--- src/hw/gpp_pkg.sv ---
// Package: register map, field layout, reset values and timing of the general-purpose pin port
package gpp_pkg;

    // Register indices; byte address is four times the index
    localparam logic [7:0] IDX_PA_ENABLE = 8'h50;
    localparam logic [7:0] IDX_PA_VALUE = 8'h51;
    localparam logic [7:0] IDX_PA_LEVEL = 8'h52;
    localparam logic [7:0] IDX_PIN_FUNC = 8'h53;
    localparam logic [7:0] IDX_PB_ENABLE = 8'h54;
    localparam logic [7:0] IDX_PB_VALUE = 8'h55;
    localparam logic [7:0] IDX_PB_LEVEL = 8'h56;
    localparam logic [7:0] IDX_PC_RISE_EN = 8'h57;
    localparam logic [7:0] IDX_PC_FALL_EN = 8'h58;
    localparam logic [7:0] IDX_PC_FLAGS = 8'h59;
    localparam logic [7:0] IDX_PC_LEVEL = 8'h5a;
    localparam logic [7:0] IDX_PC_FILT_EN = 8'h5b;
    localparam logic [7:0] IDX_BD_OUT_CTRL = 8'h5c;
    localparam logic [7:0] IDX_BD_STATUS = 8'h5d;
    localparam logic [7:0] IDX_BD_TRIGGER = 8'h5e;
    localparam logic [7:0] IDX_BD_PIN_CTRL = 8'h5f;

    // Reset values
    localparam logic [7:0] RST_ZERO = 8'h00;
    localparam logic [7:0] RST_BD_OUT_CTRL = 8'hf0;
    localparam logic [3:0] RST_BD_LEVEL = 4'hf;

    // Field positions in the pin-function register
    localparam int PF_SCAN_TAKEOVER_BIT = 7;
    localparam int PF_C_SOURCE_BIT = 5;

    // De-bounce timing
    localparam int CLK_PERIOD_PS = 5000;
    localparam int FILTER_BASE_MS = 1;
    localparam int FILTER_BASE_CYCLES = FILTER_BASE_MS * (1000000000 / CLK_PERIOD_PS);
    localparam int FILTER_CNT_W = 24;

    // Layout of the bidirectional pin control register
    typedef struct packed {
        logic [1:0] filter_enable;
        logic [1:0] base_select;
        logic [3:0] open_drain_select;
    } gpp_bidir_ctrl_t;

    // Captured AHB address phase
    typedef struct packed {
        logic valid;
        logic write;
        logic mapped;
        logic [7:0] idx;
    } gpp_access_t;

endpackage

--- src/hw/gpp_debounce.sv ---
// One-pin de-bounce filter with bypass
`timescale 1ns/100ps
module gpp_debounce
    import gpp_pkg::*;
#(
    parameter int CNT_W = FILTER_CNT_W,
    parameter bit RESET_LEVEL = 1'b0
) (
    input wire logic hclk,
    input wire logic hresetn,
    input wire logic raw_level,
    input wire logic filter_enable,
    input wire logic [CNT_W-1:0] hold_cycles,
    output logic level
);
    logic stable_reg;
    logic stable_next;
    logic [CNT_W-1:0] cnt_reg;
    logic [CNT_W-1:0] cnt_next;
    wire differs_w = raw_level != stable_reg;
    wire settle_w = differs_w && (cnt_reg >= hold_cycles - CNT_W'(1));

    // Tracks raw while bypassed, so enabling never glitches the output
    assign stable_next = (!filter_enable || settle_w) ? raw_level : stable_reg;
    assign cnt_next = (!filter_enable || !differs_w || settle_w) ? '0 : cnt_reg + CNT_W'(1);
    assign level = filter_enable ? stable_reg : raw_level;

    always_ff @(posedge hclk or negedge hresetn) begin
        if (!hresetn) begin
            stable_reg <= RESET_LEVEL;
            cnt_reg <= '0;
        end else begin
            stable_reg <= stable_next;
            cnt_reg <= cnt_next;
        end
    end
endmodule

--- src/hw/gpp_port.sv ---
// General-purpose pin port: two output ports, an input port, a 4-bit two-way port, AHB-Lite registers
//
// Overview of operation
// - Port A enable bit turns on pin driver
// - Port A value drives enabled port A pins
// - Port A status reads pin levels, read-only
// - Port B enable bit turns on pin driver
// - Port B value drives enabled port B pins
// - Port B status reads pin levels always
// - Enabled port C rising edge sets flag
// - Enabled port C falling edge sets flag
// - Port C flags cleared by writing one
// - Port C status reads present pin levels
// - Port C filter enable routes through de-bounce
// - Two-way register: levels high, enables low
// - Two-way status high nibble shows pin levels
// - Trigger high nibble enables falling-edge flags
// - Trigger low nibble enables rising-edge flags; status write-one clears
// - Control bits 7/6 filter pin pairs
// - Base select picks 1, 2, 4, 8 ms
// - Open-drain select drives only low
// - Source select picks port C input group
// - Takeover hands port A 5:4 to scan
`timescale 1ns/100ps
module gpp_port
    import gpp_pkg::*;
#(
    parameter int ADDR_W = 12,
    parameter int CNT_W = FILTER_CNT_W,
    parameter int FILTER_BASE_CYCLES_P = FILTER_BASE_CYCLES
) (
    input wire logic hclk,
    input wire logic hresetn,
    input wire logic hsel,
    input wire logic [ADDR_W-1:0] haddr,
    input wire logic [1:0] htrans,
    input wire logic hwrite,
    input wire logic [2:0] hsize,
    input wire logic [31:0] hwdata,
    input wire logic hready,
    output logic hreadyout,
    output logic hresp,
    output logic [31:0] hrdata,
    input wire logic [7:0] port_a_pin_in,
    output logic [7:0] port_a_out_value,
    output logic [7:0] port_a_drive_enable,
    input wire logic scan_dir_ud,
    input wire logic scan_dir_rl,
    input wire logic [7:0] port_b_pin_in,
    output logic [7:0] port_b_out_value,
    output logic [7:0] port_b_drive_enable,
    input wire logic [7:0] port_c_pin_in,
    input wire logic [7:0] alt_video_input_group,
    input wire logic [3:0] bidir_pin_in,
    output logic [3:0] bidir_out_value,
    output logic [3:0] bidir_out_enable
);
    // Software-visible registers
    logic [7:0] pa_en_reg;
    logic [7:0] pa_val_reg;
    logic [7:0] pb_en_reg;
    logic [7:0] pb_val_reg;
    logic [7:0] pin_func_reg;
    logic [7:0] pc_rise_en_reg;
    logic [7:0] pc_fall_en_reg;
    logic [7:0] pc_flags_reg;
    logic [7:0] pc_filt_en_reg;
    logic [7:0] bd_out_ctrl_reg;
    logic [3:0] bd_flags_reg;
    logic [7:0] bd_trigger_reg;
    logic [7:0] bd_pin_ctrl_reg;

    // Bus state
    gpp_access_t acc_reg;
    gpp_access_t acc_next;
    logic hreadyout_reg;
    logic [31:0] hrdata_reg;
    logic [7:0] rdata_w;

    // Synchronisers and edge history
    logic [7:0] pa_sync1_reg;
    logic [7:0] pa_sync2_reg;
    logic [7:0] pb_sync1_reg;
    logic [7:0] pb_sync2_reg;
    logic [7:0] pc_sync1_reg;
    logic [7:0] pc_sync2_reg;
    logic [3:0] bd_sync1_reg;
    logic [3:0] bd_sync2_reg;
    logic [7:0] pc_prev_reg;
    logic [3:0] bd_prev_reg;
    logic [7:0] pc_filt_w;
    logic [3:0] bd_filt_w;

    // Registered pin drivers
    logic [7:0] pa_out_reg;
    logic [7:0] pa_oe_reg;
    logic [7:0] pb_out_reg;
    logic [7:0] pb_oe_reg;
    logic [3:0] bd_out_reg;
    logic [3:0] bd_oe_reg;

    // Address phase capture; only upper address bits of zero map
    wire take_w = hsel && htrans[1] && hready;
    wire mapped_w = (haddr[ADDR_W-1:10] == '0);
    assign acc_next = '{valid: take_w, write: hwrite, mapped: mapped_w, idx: haddr[9:2]};

    // Data-phase write strobes
    wire wr_w = acc_reg.valid && acc_reg.write && acc_reg.mapped;
    wire [7:0] wdat_w = hwdata[7:0];
    wire wr_pa_en_w = wr_w && (acc_reg.idx == IDX_PA_ENABLE);
    wire wr_pa_val_w = wr_w && (acc_reg.idx == IDX_PA_VALUE);
    wire wr_pin_func_w = wr_w && (acc_reg.idx == IDX_PIN_FUNC);
    wire wr_pb_en_w = wr_w && (acc_reg.idx == IDX_PB_ENABLE);
    wire wr_pb_val_w = wr_w && (acc_reg.idx == IDX_PB_VALUE);
    wire wr_pc_rise_w = wr_w && (acc_reg.idx == IDX_PC_RISE_EN);
    wire wr_pc_fall_w = wr_w && (acc_reg.idx == IDX_PC_FALL_EN);
    wire wr_pc_flags_w = wr_w && (acc_reg.idx == IDX_PC_FLAGS);
    wire wr_pc_filt_w = wr_w && (acc_reg.idx == IDX_PC_FILT_EN);
    wire wr_bd_out_w = wr_w && (acc_reg.idx == IDX_BD_OUT_CTRL);
    wire wr_bd_status_w = wr_w && (acc_reg.idx == IDX_BD_STATUS);
    wire wr_bd_trig_w = wr_w && (acc_reg.idx == IDX_BD_TRIGGER);
    wire wr_bd_ctrl_w = wr_w && (acc_reg.idx == IDX_BD_PIN_CTRL);

    // Read mux, sampled in the single wait cycle so a preceding write is visible
    always_comb begin
        if (!acc_reg.mapped) begin
            rdata_w = RST_ZERO;
        end else if (acc_reg.idx == IDX_PA_ENABLE) begin
            rdata_w = pa_en_reg;
        end else if (acc_reg.idx == IDX_PA_VALUE) begin
            rdata_w = pa_val_reg;
        end else if (acc_reg.idx == IDX_PA_LEVEL) begin
            rdata_w = pa_sync2_reg;
        end else if (acc_reg.idx == IDX_PIN_FUNC) begin
            rdata_w = pin_func_reg;
        end else if (acc_reg.idx == IDX_PB_ENABLE) begin
            rdata_w = pb_en_reg;
        end else if (acc_reg.idx == IDX_PB_VALUE) begin
            rdata_w = pb_val_reg;
        end else if (acc_reg.idx == IDX_PB_LEVEL) begin
            rdata_w = pb_sync2_reg;
        end else if (acc_reg.idx == IDX_PC_RISE_EN) begin
            rdata_w = pc_rise_en_reg;
        end else if (acc_reg.idx == IDX_PC_FALL_EN) begin
            rdata_w = pc_fall_en_reg;
        end else if (acc_reg.idx == IDX_PC_FLAGS) begin
            rdata_w = pc_flags_reg;
        end else if (acc_reg.idx == IDX_PC_LEVEL) begin
            rdata_w = pc_filt_w;
        end else if (acc_reg.idx == IDX_PC_FILT_EN) begin
            rdata_w = pc_filt_en_reg;
        end else if (acc_reg.idx == IDX_BD_OUT_CTRL) begin
            rdata_w = bd_out_ctrl_reg;
        end else if (acc_reg.idx == IDX_BD_STATUS) begin
            rdata_w = {bd_filt_w, bd_flags_reg};
        end else if (acc_reg.idx == IDX_BD_TRIGGER) begin
            rdata_w = bd_trigger_reg;
        end else if (acc_reg.idx == IDX_BD_PIN_CTRL) begin
            rdata_w = bd_pin_ctrl_reg;
        end else begin
            rdata_w = RST_ZERO;
        end
    end

    // One wait state on reads, none on writes
    wire rd_phase_w = acc_reg.valid && !acc_reg.write;
    wire hreadyout_next = !(take_w && !hwrite);

    always_ff @(posedge hclk or negedge hresetn) begin
        if (!hresetn) begin
            acc_reg <= '0;
            hreadyout_reg <= 1'b1;
            hrdata_reg <= '0;
        end else begin
            acc_reg <= acc_next;
            hreadyout_reg <= hreadyout_next;
            hrdata_reg <= rd_phase_w ? {24'h00_0000, rdata_w} : hrdata_reg;
        end
    end

    assign hreadyout = hreadyout_reg;
    assign hresp = 1'b0;
    assign hrdata = hrdata_reg;

    // Control register updates
    always_ff @(posedge hclk or negedge hresetn) begin
        if (!hresetn) begin
            pa_en_reg <= RST_ZERO;
            pa_val_reg <= RST_ZERO;
            pin_func_reg <= RST_ZERO;
            pb_en_reg <= RST_ZERO;
            pb_val_reg <= RST_ZERO;
            pc_rise_en_reg <= RST_ZERO;
            pc_fall_en_reg <= RST_ZERO;
            pc_filt_en_reg <= RST_ZERO;
            bd_out_ctrl_reg <= RST_BD_OUT_CTRL;
            bd_trigger_reg <= RST_ZERO;
            bd_pin_ctrl_reg <= RST_ZERO;
        end else begin
            pa_en_reg <= wr_pa_en_w ? wdat_w : pa_en_reg;
            pa_val_reg <= wr_pa_val_w ? wdat_w : pa_val_reg;
            pin_func_reg <= wr_pin_func_w ? wdat_w : pin_func_reg;
            pb_en_reg <= wr_pb_en_w ? wdat_w : pb_en_reg;
            pb_val_reg <= wr_pb_val_w ? wdat_w : pb_val_reg;
            pc_rise_en_reg <= wr_pc_rise_w ? wdat_w : pc_rise_en_reg;
            pc_fall_en_reg <= wr_pc_fall_w ? wdat_w : pc_fall_en_reg;
            pc_filt_en_reg <= wr_pc_filt_w ? wdat_w : pc_filt_en_reg;
            bd_out_ctrl_reg <= wr_bd_out_w ? wdat_w : bd_out_ctrl_reg;
            bd_trigger_reg <= wr_bd_trig_w ? wdat_w : bd_trigger_reg;
            bd_pin_ctrl_reg <= wr_bd_ctrl_w ? wdat_w : bd_pin_ctrl_reg;
        end
    end

    // Input synchronisers; port C source mux sits ahead of the first stage
    wire [7:0] pc_src_w = pin_func_reg[PF_C_SOURCE_BIT] ? alt_video_input_group : port_c_pin_in;

    always_ff @(posedge hclk or negedge hresetn) begin
        if (!hresetn) begin
            pa_sync1_reg <= RST_ZERO;
            pa_sync2_reg <= RST_ZERO;
            pb_sync1_reg <= RST_ZERO;
            pb_sync2_reg <= RST_ZERO;
            pc_sync1_reg <= RST_ZERO;
            pc_sync2_reg <= RST_ZERO;
            bd_sync1_reg <= RST_BD_LEVEL;
            bd_sync2_reg <= RST_BD_LEVEL;
        end else begin
            pa_sync1_reg <= port_a_pin_in;
            pa_sync2_reg <= pa_sync1_reg;
            pb_sync1_reg <= port_b_pin_in;
            pb_sync2_reg <= pb_sync1_reg;
            pc_sync1_reg <= pc_src_w;
            pc_sync2_reg <= pc_sync1_reg;
            bd_sync1_reg <= bidir_pin_in;
            bd_sync2_reg <= bd_sync1_reg;
        end
    end

    // De-bounce filters
    gpp_bidir_ctrl_t bd_ctrl_w;
    assign bd_ctrl_w = bd_pin_ctrl_reg;
    wire [3:0] bd_filt_en_w = {{2{bd_ctrl_w.filter_enable[1]}}, {2{bd_ctrl_w.filter_enable[0]}}};
    wire [CNT_W-1:0] base_cycles_w = CNT_W'(FILTER_BASE_CYCLES_P);
    wire [CNT_W-1:0] bd_hold_w = base_cycles_w << bd_ctrl_w.base_select;

    // Port C has no duration select, so it runs on the base duration
    for (genvar i = 0; i < 8; i++) begin : g_pc_filter
        gpp_debounce #(.CNT_W(CNT_W), .RESET_LEVEL(1'b0)) u_filter (
            .hclk(hclk),
            .hresetn(hresetn),
            .raw_level(pc_sync2_reg[i]),
            .filter_enable(pc_filt_en_reg[i]),
            .hold_cycles(base_cycles_w),
            .level(pc_filt_w[i])
        );
    end

    for (genvar i = 0; i < 4; i++) begin : g_bd_filter
        gpp_debounce #(.CNT_W(CNT_W), .RESET_LEVEL(1'b1)) u_filter (
            .hclk(hclk),
            .hresetn(hresetn),
            .raw_level(bd_sync2_reg[i]),
            .filter_enable(bd_filt_en_w[i]),
            .hold_cycles(bd_hold_w),
            .level(bd_filt_w[i])
        );
    end

    // Edge events and sticky flags; a new edge beats a same-cycle clear
    wire [7:0] pc_rise_w = pc_rise_en_reg & pc_filt_w & ~pc_prev_reg;
    wire [7:0] pc_fall_w = pc_fall_en_reg & ~pc_filt_w & pc_prev_reg;
    wire [7:0] pc_clr_w = wr_pc_flags_w ? wdat_w : RST_ZERO;
    wire [7:0] pc_flags_next = (pc_flags_reg & ~pc_clr_w) | pc_rise_w | pc_fall_w;
    wire [3:0] bd_rise_w = bd_trigger_reg[3:0] & bd_filt_w & ~bd_prev_reg;
    wire [3:0] bd_fall_w = bd_trigger_reg[7:4] & ~bd_filt_w & bd_prev_reg;
    wire [3:0] bd_clr_w = wr_bd_status_w ? wdat_w[3:0] : 4'h0;
    wire [3:0] bd_flags_next = (bd_flags_reg & ~bd_clr_w) | bd_rise_w | bd_fall_w;

    always_ff @(posedge hclk or negedge hresetn) begin
        if (!hresetn) begin
            pc_prev_reg <= RST_ZERO;
            bd_prev_reg <= RST_BD_LEVEL;
            pc_flags_reg <= RST_ZERO;
            bd_flags_reg <= 4'h0;
        end else begin
            pc_prev_reg <= pc_filt_w;
            bd_prev_reg <= bd_filt_w;
            pc_flags_reg <= pc_flags_next;
            bd_flags_reg <= bd_flags_next;
        end
    end

    // Pin drivers
    wire takeover_w = pin_func_reg[PF_SCAN_TAKEOVER_BIT];
    wire [7:0] pa_out_next = takeover_w ? {pa_val_reg[7:6], scan_dir_ud, scan_dir_rl, pa_val_reg[3:0]}
                                        : pa_val_reg;
    wire [7:0] pa_oe_next = takeover_w ? {pa_en_reg[7:6], 2'b11, pa_en_reg[3:0]} : pa_en_reg;
    wire [3:0] bd_val_w = bd_out_ctrl_reg[7:4];
    wire [3:0] bd_en_w = bd_out_ctrl_reg[3:0];
    wire [3:0] bd_od_w = bd_ctrl_w.open_drain_select;
    // Open-drain pins release instead of driving high
    wire [3:0] bd_out_next = bd_val_w & ~bd_od_w;
    wire [3:0] bd_oe_next = bd_en_w & ~(bd_od_w & bd_val_w);

    always_ff @(posedge hclk or negedge hresetn) begin
        if (!hresetn) begin
            pa_out_reg <= RST_ZERO;
            pa_oe_reg <= RST_ZERO;
            pb_out_reg <= RST_ZERO;
            pb_oe_reg <= RST_ZERO;
            bd_out_reg <= 4'h0;
            bd_oe_reg <= 4'h0;
        end else begin
            pa_out_reg <= pa_out_next;
            pa_oe_reg <= pa_oe_next;
            pb_out_reg <= pb_val_reg;
            pb_oe_reg <= pb_en_reg;
            bd_out_reg <= bd_out_next;
            bd_oe_reg <= bd_oe_next;
        end
    end

    assign port_a_out_value = pa_out_reg;
    assign port_a_drive_enable = pa_oe_reg;
    assign port_b_out_value = pb_out_reg;
    assign port_b_drive_enable = pb_oe_reg;
    assign bidir_out_value = bd_out_reg;
    assign bidir_out_enable = bd_oe_reg;
endmodule

--- config.mk ---
export PLATFORM = sky130hd
export DESIGN_NAME = gpp_port
export DESIGN_NICKNAME = d
export VERILOG_FILES = /design/src/hw/gpp_pkg.sv /design/src/hw/gpp_debounce.sv /design/src/hw/gpp_port.sv
export SDC_FILE = /design/constraint.sdc
export NUM_CORES = 1
export LEC_CHECK = 0
export ABC_AREA = 1
export BUFFER_PORTS_ARGS = -buffer_cell sky130_fd_sc_hd__buf_2
export CAP_MARGIN = 15
export CORE_AREA = 5 5 208 210
export DETAILED_ROUTE_END_ITERATION = 16
export DIE_AREA = 0 0 213 215
export GPL_TIMING_DRIVEN = 0
export HOLD_SLACK_MARGIN = 0.02
export PLACE_DENSITY = 0.78
export RECOVER_POWER = 100
export REMOVE_ABC_BUFFERS = 1
export SLEW_MARGIN = 20
export SYNTH_ARGS = -nofsm -noshare
export SYNTH_HDL_FRONTEND = slang
export SYNTH_SLANG_ARGS = --single-unit
--- constraint.sdc ---
create_clock -name hclk -period 8 [get_ports hclk]
set_input_delay 1.6 -clock hclk [delete_from_list [all_inputs] [get_ports hclk]]
set_output_delay 1.6 -clock hclk [all_outputs]
set_load 0.01 [all_outputs]
Yosys cells after proc, flatten, opt, wreduce, memory -nomap -nowiden

Index checks and enable logic that the tools add are counted.

Flip-flop bits (word level): 528
Input port bits: 92
Output and inout port bits: 74
Logic and storage cells: 277

Add/subtract/negate cells: 13
Magnitude comparators: 12
Eq/ne operators: 28
Shift operators: 1
Multiplexer cells: 46
Bitwise operators: 25
Reductions and logical operators: 93

Operators with widths:

| operator                                                                 | number |
|---|---|
| 24-bit by 1-bit adder with 24-bit output (second input constant)         | 12 |
| 24-bit two-way mux                                                       | 12 |
| 24-bit by 18-bit >= comparator with 1-bit output (second input constant) | 8 |
| 8-bit two-way mux                                                        | 19 |
| 8-bit by 7-bit equality test with 1-bit output (second input constant)   | 16 |
| 24-bit >= comparator                                                     | 4 |
| 8-bit AND                                                                | 5 |
| 1-bit logical OR                                                         | 36 |
| 4-bit AND                                                                | 8 |
| 1-bit logical AND                                                        | 31 |
| 1-bit logical NOT                                                        | 25 |
| 8-bit inverter                                                           | 3 |
| 18-bit by 2-bit left shift with 24-bit output (first input constant)     | 1 |
| 24-bit by 1-bit subtractor with 24-bit output (second input constant)    | 1 |
| 4-bit inverter                                                           | 5 |
| 8-bit OR                                                                 | 2 |
| 1-bit two-way mux                                                        | 12 |
| 6-bit two-way mux                                                        | 2 |
| 1-bit inequality test                                                    | 12 |
| 4-bit OR                                                                 | 2 |
| 4-bit two-way mux                                                        | 1 |
| 2-bit logical NOT                                                        | 1 |

Logic depth before layout (Yosys ltp)

Gate-level depths: netlist of the first run.

Depth in word-level cells: 18
Depth in mapped cells: 18
Mapped depth without buffers: 17

Cells and area by module

Synthesis of the first run repeated with hierarchy kept, for this count alone.

Cells, all modules: 4926
Area, all modules: 37948.9 um^2

By module, submodules not included:

| module                                     | times used | cells an instance | area an instance (um^2) | seq. area each (um^2) |
|---|---|---|---|---|
| gpp_debounce (g_pc_filter[2].u_filter ...) | 5          | 337               | 2431.1                  | 625.6 |
| gpp_port                                   | 1          | 885               | 8846.0                  | 5726.7 |
| gpp_debounce (g_bd_filter[1].u_filter ...) | 3          | 337               | 2432.3                  | 626.9 |
| gpp_debounce (g_bd_filter[0].u_filter)     | 1          | 336               | 2424.8                  | 626.9 |
| gpp_debounce (g_pc_filter[1].u_filter)     | 1          | 336               | 2423.6                  | 625.6 |
| gpp_debounce (g_pc_filter[0].u_filter)     | 1          | 339               | 2416.1                  | 625.6 |
| gpp_debounce (g_pc_filter[6].u_filter)     | 1          | 334               | 2386.0                  | 625.6 |

Worst setup path after synthesis of the first run

No wires, ideal clock.

Path type: register -> register
Start: register bd_pin_ctrl_reg[5] (netlist: bd_ctrl_w[5])
End: register g_bd_filter[2].u_filter.cnt_reg[14]
Library setup time: 80 ps
Arrival: 2980 ps
Data required time: 7920 ps
Setup slack: 4940 ps
Cell stages (with the launch flop): 19
Buffers on the path: 2
Clock period less this slack: 3060 ps
Cells stage by stage: dfrtp_1 -> inv_2 -> ha_1 -> or2_2 -> nor2_1 -> nand4_1 -> xor2_1 -> ha_1 -> a21oi_1 -> nor2_1 -> nor2_1 -> nand3_1 -> nand3_1 -> a31o_1 -> nand2_1 -> or2_1 -> buf_6 -> buf_6 -> nor3_2

Word-level cells in the longest chain between the ends: 6

Ends and longest elaborated chain:

| item                                          | RTL line           | source |
|---|---|---|
| start: declaration                            | gpp_port.sv:71     | `logic [7:0] bd_pin_ctrl_reg;` |
| start signal: assignment                      | gpp_port.sv:210    | `bd_pin_ctrl_reg <= wr_bd_ctrl_w ? wdat_w : bd_pin_ctrl_reg;` |
| 18-bit by 2-bit left shift with 24-bit output | gpp_port.sv:244    | `wire [CNT_W-1:0] bd_hold_w = base_cycles_w << bd_ctrl_w.base_select;` |
| 24-bit by 1-bit subtractor with 24-bit output | gpp_debounce.sv:21 | `wire settle_w = differs_w && (cnt_reg >= hold_cycles - CNT_W'(1));` |
| 24-bit >= comparator                          | gpp_debounce.sv:21 |  |
| 1-bit logical AND                             | gpp_debounce.sv:21 |  |
| 1-bit logical OR                              | gpp_debounce.sv:25 | `assign cnt_next = (!filter_enable \|\| !differs_w \|\| settle_w) ? '0 : cnt_reg + CNT_W'(1);` |
| 24-bit two-way mux                            | gpp_debounce.sv:25 |  |
| via g_bd_filter[2].u_filter.cnt_next[14]      | gpp_debounce.sv:19 | `logic [CNT_W-1:0] cnt_next;` |
| end signal: assignment                        | gpp_debounce.sv:34 | `cnt_reg <= cnt_next;` |
| end: declaration                              | gpp_debounce.sv:18 | `logic [CNT_W-1:0] cnt_reg;` |

The timed path passes the listed nets, and every way through them passes these cells.
A chain may end at the register's enable or synchronous reset.

==> summary.md, run 1 <==
| Metric | Value |
|---|---|
| WP data arrival | `5.86 ns` |
| Syn Std Cell Area | `0.0242 sq mm` |
| Hold_sp | `pa_sync1_reg[4]` |
| Clk_lat worst skew | `0.60 ns` |
| DRC | `0` |
| Min-delay worst type | `reg2reg` |
| Hold Vio Cnt, Final | `0` |
| Worst Reg2Reg Path Length in Cells | `13` |
| Clock Tree Root | `clkbuf_16` |
| Via count | `18,200` |
| HPWL Detailed | `35,400 microns` |
| Reg clk slew, reported paths | `0.06 ns` |
| Synth-to-Final Area Change | `11.7%` |
| Global-route wire length before repair | `87,100 microns` |
| Setup total negative slack | `0 ns` |
| Skew final | `0.0331 ns` |
| H-tree levels | `2` |
| Die area | `0.0458 sq mm` |
| Vias in the first global route | `18,300` |
| Initial antenna violation count | `0` |
| Min Tclk post-route | `5.20 ns` |
| Register area share after synthesis | `54.6%` |
| Core area | `0.0414 sq mm` |
| Layout cell share with drive strength beyond 1 | `8.15%` |
| Met3 wire length | `2500 microns` |
| Clock Sinks | `528` |
| Postcts setup bufs | `0` |
| Ys async rst share | `100%` |
| Post-route insts no fill | `3,409` |
| CTS Hold Bufs | `0` |
| Total track usage | `22.8%` |
| Die width | `213 microns` |
| Vias per cell | `5.35` |
| Worst EP required | `8.66 ns` |
| Largest net degree at the start of global routing | `106` |
| Crit path max fanout | `96` |
| CTS tree | `built` |
| Crit-path max cell delay | `2.96 ns` |
| Largest register FFs | `192` |
| Grt ovf | `0` |
| Top Metal Used | `met4` |
| Failing checks | `max-capacitance violations, max-slew violations` |
| R2R Path Start | `bd_ctrl_w[5]` |
| Hold Path Sink | `pa_sync2_reg[4]` |
| Actual slew at the worst max-slew pin | `4.30 ns` |
| CTS Buf Count | `52` |
| Post-Place Cells | `3,313` |
| Setup crit end kind | `asynchronous set/reset pin` |
| Starting Density | `58.6%` |
| Maximum clock rate | `192 MHz` |
| Most common cell after layout, fill and taps aside | `nand2_1` |
| Fill count | `3,209` |
| Routed len/inst | `15.0 microns` |
| WL met2 | `25,400 microns` |
| Worst hold stages | `0` |
| Row count | `75` |
| Tcrit/Tclk final | `65.0%` |
| Pleak | `12.6 nW` |
| Most frequent cells in the layout | `nand2_1, dfrtp_1, nor2_1` |
| Chip Height | `215 microns` |
| Final antenna-violating net count | `0` |
| Syn avg cell area | `9.14 sq um` |
| CP startpoint kind | `input port` |
| PostCTS Resize Cnt | `0` |
| EDFF count, synth | `0` |
| #FFs+latches synth | `528` |
| TritonRoute pass-1 iters | `6` |
| Slowest-stage cell, CP | `clkbuf_1` |
| Peak supply drop | `0.200 mV` |
| IO Count | `166` |
| Most common flop cell mapped by yosys | `dfrtp_1` |
| Fin. max-slew vios | `127` |
| RSZ-0062 raised after global routing | `false` |
| Max Cap Violations | `2` |
| Pwr per Cell Area | `216 mW/mm^2` |
| Power after layout | `5.85 mW` |
| Starting DRT DRC Count | `1,265` |
| R2r setup slk | `3.04 ns` |
| Netlist cell types | `53` |
| Port buffer count | `110` |
| CP cell instances | `clkbuf_1 > buf_16 > buf_16 > buf_16` |
| Clock buffer depth | `3` |
| Warnings from Yosys | `0` |
| Layout Nets | `3,001` |
| Final setup fails | `0` |
| Gpl congestion | `0.855` |
| Met1 wire length | `22,000 microns` |
| Syn Inst Count | `2,652` |
| Status | `finished, violations left` |
| Critical path's most frequent cell | `buf_16` |
| Antenna cells | `0` |
| Critical path class | `in2async` |
| R2r endpoint | `g_bd_filter[2].u_filter.cnt_reg[7]` |
| DRT Wirelength | `51,200 microns` |
| Max transition margin | `-187%` |
==> worst max-delay path: cells and delay by family <==
kind | cells | cell delay (ns)
buffers and inverters | 4 | 4.10
==> worst max-delay path by stage <==
stage	endpoint	depth (start not counted)	start	slack [ns]
after floorplan	g_bd_filter[2].u_filter.cnt_reg[18]	14	bd_ctrl_w[5]	4.57
final	bd_sync2_reg[3]	4	hresetn	2.80
after detailed placement	g_bd_filter[2].u_filter.cnt_reg[5]	13	bd_ctrl_w[5]	3.48
after global placement	g_pc_filter[4].u_filter.cnt_reg[2]	1	hresetn	-5.01
after CTS	g_bd_filter[2].u_filter.cnt_reg[5]	13	bd_ctrl_w[5]	3.49
after global routing	g_pc_filter[1].u_filter.cnt_reg[13]	4	hresetn	1.95
==> where the power goes <==
group | switching [mW] | internal, mW
logic | 0.360 | 0.123
registers | 0.0695 | 2.79
clock network | 1.03 | 1.48
==> area by class of cell <==
type	count	area (sq um)	share of cell area, %
sequential	528	13200	48.9
clock buffer	80	1570	5.78
inverter	271	1020	3.75
timing repair buffer	115	616	2.27
multi-input combinational	1860	9760	36.0
tap	539	674	2.49
clock inverter	16	219	0.808
==> kinds of logic (layout without fill, tap and decap cells) <==
kind of cell | count (synthesis) | count (layout) | synth area share (%)
other cells | 2 | 88 | 0.0310
flops | 528 | 528 | 54.6
simple gates | 1270 | 1270 | 24.0
compound gates | 314 | 314 | 7.09
mux | 8 | 8 | 0.372
buf+inv | 350 | 482 | 6.12
fa+ha+maj | 81 | 81 | 4.18
xor+xnor | 99 | 99 | 3.58
==> metal layers <==
layer,track usage [%],up-vias
met4,6.85,0
li1,-,8914
met5,0,-
met2,37.9,416
met3,3.76,89
met1,31.0,8830
==> Yosys cell counts (all sizes together), types with 3 or more instances <==
library cell	number	area (sq um)
nand4	72	469
and3	8	50.1
o21bai	4	30.0
buf	51	360
o21ai	155	779
o2111ai	4	35.0
o211ai	12	90.1
dfstp	21	552
nor2	349	1440
nand3	122	671
inv	271	1020
nor3b	44	330
a211oi	6	45.0
nand3b	3	22.5
clkbuf	28	105
nor4	23	175
xnor2	24	210
a31oi	13	81.3
o31ai	5	37.5
a21boi	7	52.6
dfrtp	507	12700
mux2	8	90.1
nor3	86	503
nand2	552	2100
a21oi	99	495
or4	3	22.5
or2	7	43.8
ha	81	1010
xor2	75	657
==> stage by stage <==
stage	worst slack (ns)	cell area [sq um]	hold WS (ns)	util (%)
finish	2.80	27100	0.348	65.5
global route	1.95	27100	0.354	65.5
CTS	3.49	27300	0.349	65.9
detailed placement	3.48	25500	0.335	61.6
global placement	-5.01	25300	0.334	61.2
floorplan	4.57	24100	0.331	-
(Power assumes the default switching activity.)
==> run 2: changes to the inputs <==
- ABC_AREA: 1 -> 0
- CORE_AREA: 5 5 208 210 -> 5 5 207 209
- DIE_AREA: 0 0 213 215 -> 0 0 212 214
- clock period: 8 -> 5.24 ns (I/O delays scaled with it)
==> run 2 against run 1 <==
The run still ends with max-capacitance violations, max-slew violations left. Largest power group unchanged. Register-to-register slack worse by 2.7 ns. Critical endpoint is now g_bd_filter[3].u_filter.cnt_reg[21]. Final cell count is 14% lower. Setup slack worse by 2.5 ns.
==> summary.md, run 2 <==
| Metric | Value |
|---|---|
| Status | `finished, violations left` |
| Failing checks | `max-capacitance violations, max-slew violations` |
| Die width | `212 microns` |
| Core area | `0.0406 sq mm` |
| Ranking of synthesized cells by area | `dfrtp_1, nor2_1, mux2_2` |
| Final setup fails | `0` |
| Most common cell after layout, fill and taps aside | `dfrtp_1` |
| Via count | `17,000` |
| Total track usage | `23.5%` |
| Count leader, synth | `dfrtp_1` |
| HPWL Detailed | `35,500 microns` |
| Actual slew at the worst max-slew pin | `3.79 ns` |
| Die area | `0.0454 sq mm` |
| Min-delay worst type | `reg2reg` |
| Syn Inst Count | `2,199` |
| Pleak | `11.7 nW` |
| Clock power share | `46.8%` |
| Syn Std Cell Area | `0.0241 sq mm` |
| Global-route wire length before repair | `88,000 microns` |
| Layout cell share with drive strength beyond 1 | `11.8%` |
| Row count | `74` |
| Pre-CTS WS | `0.272 ns` |
| CTS Buf Count | `54` |
| Critical path class | `reg2reg` |
| Clock Sinks | `528` |
| Logic pwr share | `3.5%` |
| Grt ovf | `0` |
| Chip Height | `214 microns` |
| Largest register FFs | `192` |
| Starting DRT DRC Count | `1,350` |
| Maximum clock rate | `203 MHz` |
| Dominant cell type by area after synthesis | `dfrtp_1` |
| TritonRoute pass-1 iters | `6` |
| RSZ-0062 raised after global routing | `false` |
| Port buffer count | `110` |
| Starting Density | `59.3%` |
| Reg clk slew, reported paths | `0.06 ns` |
| IO Count | `166` |
| Synth top area share | `52.7%` |
| CP startpoint kind | `flop` |
| Pint | `6.60 mW` |
| Syn avg cell area | `11.0 sq um` |
| Most frequent cells in the layout | `dfrtp_1, nor2_1, nand2_1` |
| Sequential Power Share | `49.7%` |
| Skew final | `0.0370 ns` |
| Power after layout | `8.50 mW` |
| Final antenna-violating net count | `0` |
| Max transition margin | `-153%` |
| Initial antenna violation count | `0` |
| Vias per cell | `5.81` |
| Worst EP required | `5.77 ns` |
| CTS Hold Bufs | `0` |
| Warnings from Yosys | `0` |
| Synth cell count leaders | `dfrtp_1, nor2_1, nand2_1` |
| Fin. max-slew vios | `129` |
| DRC | `0` |
| Antenna cells | `0` |
| H-tree levels | `2` |
| Max Cap Violations | `4` |
| Clock buffer depth | `3` |
| EDFF count, synth | `0` |
| CTS tree | `built` |
| Clock Tree Root | `clkbuf_16` |
| Netlist cell types | `79` |
| WHS | `0.316 ns` |
| Gpl congestion | `0.895` |
| Setup WS post-layout | `0.323 ns` |
| Hold Vio Cnt, Final | `0` |
| Most common flop cell mapped by yosys | `dfrtp_1` |
| #FFs+latches synth | `528` |
| Largest net degree at the start of global routing | `107` |
| Crit path max fanout | `17` |
| WP data arrival | `5.45 ns` |
| Ys async rst share | `100%` |
| Setup crit end kind | `flop` |
| Pwr per Cell Area | `314 mW/mm^2` |
| Clk_lat worst skew | `0.62 ns` |
| Vias in the first global route | `17,500` |
| DRT Wirelength | `53,900 microns` |
| Synth-to-Final Area Change | `12.2%` |
| Psw | `1.90 mW` |
| Tcrit/Tclk final | `93.8%` |
| Min Tclk post-route | `4.92 ns` |
| Routed len/inst | `18.4 microns` |
| Peak supply drop | `0.250 mV` |
| Switching Fraction | `22.4%` |
| Register area share after synthesis | `55.0%` |
| Layout Nets | `2,531` |
## run 2: changes by cell type after synthesis, sizes merged, moves of 47 or more
cell / change
a21oi: -55
and3: +47
inv: -226
mux2: +104
nand2: -399
nor3: -47
o21ai: -104
xnor2: +77
xor2: +48
## run 2: power groups by stage
stage / combinational, mW / clock (mW) / sequential, mW
floorplan: 0.102 / 0 / 4.29
global placement: 0.264 / 0 / 4.30
detailed placement: 0.297 / 0 / 4.30
CTS: 0.301 / 4.04 / 4.22
global route: 0.329 / 4.21 / 4.23
finish: 0.294 / 3.98 / 4.22
## run 2: area by class of cell
type,count,area (sq um)
clock buffers,84,1660
repair buffers,118,647
multi-input cells,1611,10400
clock inverters,15,208
flip-flops and latches,528,13200
fillers,2974,13600
inverters,45,169
well taps,532,666
## run 2: cell families (layout without fill, tap and decap cells)
logic type	after synthesis	after routing	synth area share [%]
compound gates	242	242	6.86
simple gates	836	837	16.3
xor+xnor	224	224	8.14
flops	528	528	55.0
other cells	2	88	0.0312
mux	138	138	6.37
fa+ha+maj	82	82	4.25
buf+inv	147	262	3.06
## run 2: worst max-delay path, stage by stage, from the launching register on
cell     delay [ns]
dfrtp_1        0.77
inv_2          0.25
ha_1           0.45
nor2_1         0.16
nand4_1        0.15
xnor2_1        0.62
ha_1           0.37
a21o_1         0.16
a21o_1         0.18
a221o_1        0.36
o21ai_0        0.42
nand4_1        0.64
nor2_1         0.28
## run 2: repair_timing
item	4_1_cts	5_1_grt
setup endpoints to repair	0	12
gates resized for setup	0	0
setup buffers	0	0
## run 2: path summary, 6_finish.rpt
check / start / end / slack (ns) / depth (start not counted)
min in group asynchronous: hresetn / g_bd_filter[1].u_filter.cnt_reg[1] / 1.73 / 1
max reg2reg: bd_ctrl_w[5] / g_bd_filter[3].u_filter.cnt_reg[21] / 0.32 / 12
min reg2reg: pc_sync1_reg[6] / pc_sync2_reg[6] / 0.32 / 0
max in group asynchronous: hresetn / hreadyout / 1.04 / 4
min: pc_sync1_reg[6] / pc_sync2_reg[6] / 0.32 / 0
max: bd_ctrl_w[5] / g_bd_filter[3].u_filter.cnt_reg[21] / 0.32 / 12
## run 2: metal layers
layer / vias to the layer above / track usage, % / wire (microns)
li1: 7845 / - / -
met3: 158 / 5.60 / 3600
met1: 8474 / 30.8 / 22100
met5: - / 0 / 0
met2: 550 / 38.7 / 26300
met4: 0 / 8.31 / 1920
## run 2: metrics by stage
stage	cells	TNS [ns]	cell area, sq um	util, %
2_1_floorplan	2183	0	23800	-
3_3_place_gp	2825	-3669.93	25100	61.7
3_5_place_dp	2833	0	25300	62.2
4_1_cts	2932	0	27100	66.8
5_1_grt	2933	0	27000	66.5
6_report	2933	0	27000	66.5
==> run 3: changes to the inputs <==
- CORE_AREA: 5 5 207 209 -> 5 5 158 274
- DIE_AREA: 0 0 212 214 -> 0 0 163 279
- GPL_TIMING_DRIVEN: 0 -> not set
- clock period: 5.24 -> 5.8 ns (I/O delays scaled with it)
==> run 3 against run 2 <==
The flow still finishes with violations (max-capacitance violations, max-slew violations). Clock-buffer cell count decreased by 17. Final area shrank 1.3%. Register-to-register slack improved by 0.63 ns. Setup slack improved by 0.63 ns. First-iteration DRC count down 2.1%. Power fell by 15%. Critical endpoint is now bd_trigger_reg[7]. Highest routed layer unchanged.
==> summary.md, run 3 (same netlist as run 2, synthesis figures left out) <==
| Metric | Value |
|---|---|
| R2r setup slk | `0.96 ns` |
| Failing checks | `max-capacitance violations, max-slew violations` |
| Vias per cell | `5.77` |
| DRC | `0` |
| Pwr per Cell Area | `272 mW/mm^2` |
| H-tree levels | `2` |
| WHS | `0.348 ns` |
| Starting DRT DRC Count | `1,322` |
| Final setup fails | `0` |
| Vias in the first global route | `18,000` |
| Clk_lat worst skew | `0.58 ns` |
| CP startpoint kind | `flop` |
| Largest register FFs | `192` |
| CTS Buf Count | `48` |
| Fin util | `65.5%` |
| Pleak | `11.6 nW` |
| Worst Reg2Reg Path Length in Cells | `5` |
| TritonRoute pass-1 iters | `6` |
| Global-route wire length before repair | `90,600 microns` |
| Core area | `0.0407 sq mm` |
| CTS tree | `built` |
| Gpl congestion | `0.900` |
| Peak supply drop | `0.238 mV` |
| R2r endpoint | `bd_trigger_reg[7]` |
| Maximum clock rate | `206 MHz` |
| IO Count | `166` |
| Crit path to | `bd_trigger_reg[7]` |
| Via count | `17,000` |
| Routed len/inst | `18.7 microns` |
| Critical path class | `reg2reg` |
| R2R Path Start | `acc_reg[1]` |
| CTS Hold Bufs | `0` |
| HPWL Detailed | `37,900 microns` |
| Hold Vio Cnt, Final | `0` |
| Grt ovf | `0` |
| Min Tclk post-route | `4.84 ns` |
| WP data arrival | `5.28 ns` |
| Starting Density | `59.2%` |
| Crit path max fanout | `53` |
| Crit path launch | `acc_reg[1]` |
| RSZ-0062 raised after global routing | `false` |
| DRT Wirelength | `55,100 microns` |
| PostCTS Resize Cnt | `0` |
| Setup crit end kind | `flop` |
| Layout Nets | `2,528` |
| Final antenna-violating net count | `0` |
| Most frequent cells in the layout | `dfrtp_1, nor2_1, nand2_1` |
| Reg clk slew, reported paths | `0.06 ns` |
| Final Cell Area | `0.0267 sq mm` |
| Max transition margin | `-92.5%` |
| Power after layout | `7.25 mW` |
| Synth-to-Final Area Change | `10.7%` |
| Row count | `98` |
| Fin. max-slew vios | `249` |
| Chip Height | `279 microns` |
| Largest net degree at the start of global routing | `146` |
| Clock buffer depth | `3` |
| Actual slew at the worst max-slew pin | `2.89 ns` |
| Die width | `163 microns` |
| Most common cell after layout, fill and taps aside | `dfrtp_1` |
| Register area | `0.0132 sq mm` |
| Placed cell area | `0.0252 sq mm` |
| Status | `finished, violations left` |
| Worst EP required | `6.24 ns` |
| Total track usage | `24.5%` |
| Max Cap Violations | `5` |
| Antenna cells | `0` |
| Postcts setup bufs | `0` |
| Initial antenna violation count | `1` |
| Area of the multi-input gates | `0.0104 sq mm` |
| Min-delay worst type | `reg2reg` |
| Layout cell share with drive strength beyond 1 | `11.4%` |
| Clock Sinks | `528` |
| Skew final | `0.0297 ns` |
| Setup total negative slack | `0 ns` |
| Worst hold stages | `0` |
| Tcrit/Tclk final | `83.5%` |
| Die area | `0.0455 sq mm` |
| Fill count | `3,189` |
| Clock Tree Root | `clkbuf_16` |
| Port buffer count | `110` |
==> run 3: metrics by stage <==
step,cells,worst slack (ns)
after detailed placement,2855,1.41
after CTS,2943,1.37
after floorplan,2183,2.25
after global routing,2943,0.681
after global placement,2855,1.54
final,2943,0.955
==> run 3: cell type report <==
class,instances,share of cell area [%]
multi-input cells,1610,39.1
repair buffers,122,2.13
inverters,45,0.633
clock inverters,21,0.671
clock buffers,67,5.27
well taps,550,2.58
flip-flops and latches,528,49.7
==> run 3: power by group <==
| part | leakage [nW] | switching (mW) | total (mW) | internal (mW) |
|---|---|---|---|---|
| Combinational | 4.00 | 0.185 | 0.260 | 0.0754 |
| Clock | 0.789 | 1.39 | 3.17 | 1.79 |
| Sequential | 6.78 | 0.0506 | 3.81 | 3.76 |
==> run 3: worst max-delay path: stages, from the launching register on <==
cell and delay [ns]:
dfrtp_2 0.36, clkbuf_1 1.68, inv_1 0.87, nor4_1 1.05
clkbuf_1 0.36, mux2_2 0.38
==> run 3: worst min-delay path by stage <==
stage | end | from | slack, ns
6_report | pa_sync2_reg[2] | pa_sync1_reg[2] | 0.35
5_1_grt | pa_sync2_reg[4] | pa_sync1_reg[4] | 0.36
4_1_cts | pa_sync2_reg[6] | pa_sync1_reg[6] | 0.35
3_5_place_dp | pa_sync2_reg[2] | pa_sync1_reg[2] | 0.33
3_3_place_gp | pc_sync2_reg[1] | pc_sync1_reg[1] | 0.33
2_1_floorplan | pa_sync2_reg[0] | pa_sync1_reg[0] | 0.33
==> run 3: layer usage <==
metal  up-vias  track usage [%]  part of all wire, %
met5         -                0                    0
met4         0             12.0                  5.3
met3       184             3.94                  5.0
met2       517             44.1                   53
met1      8438             28.1                   37
li1       7835                -                    -
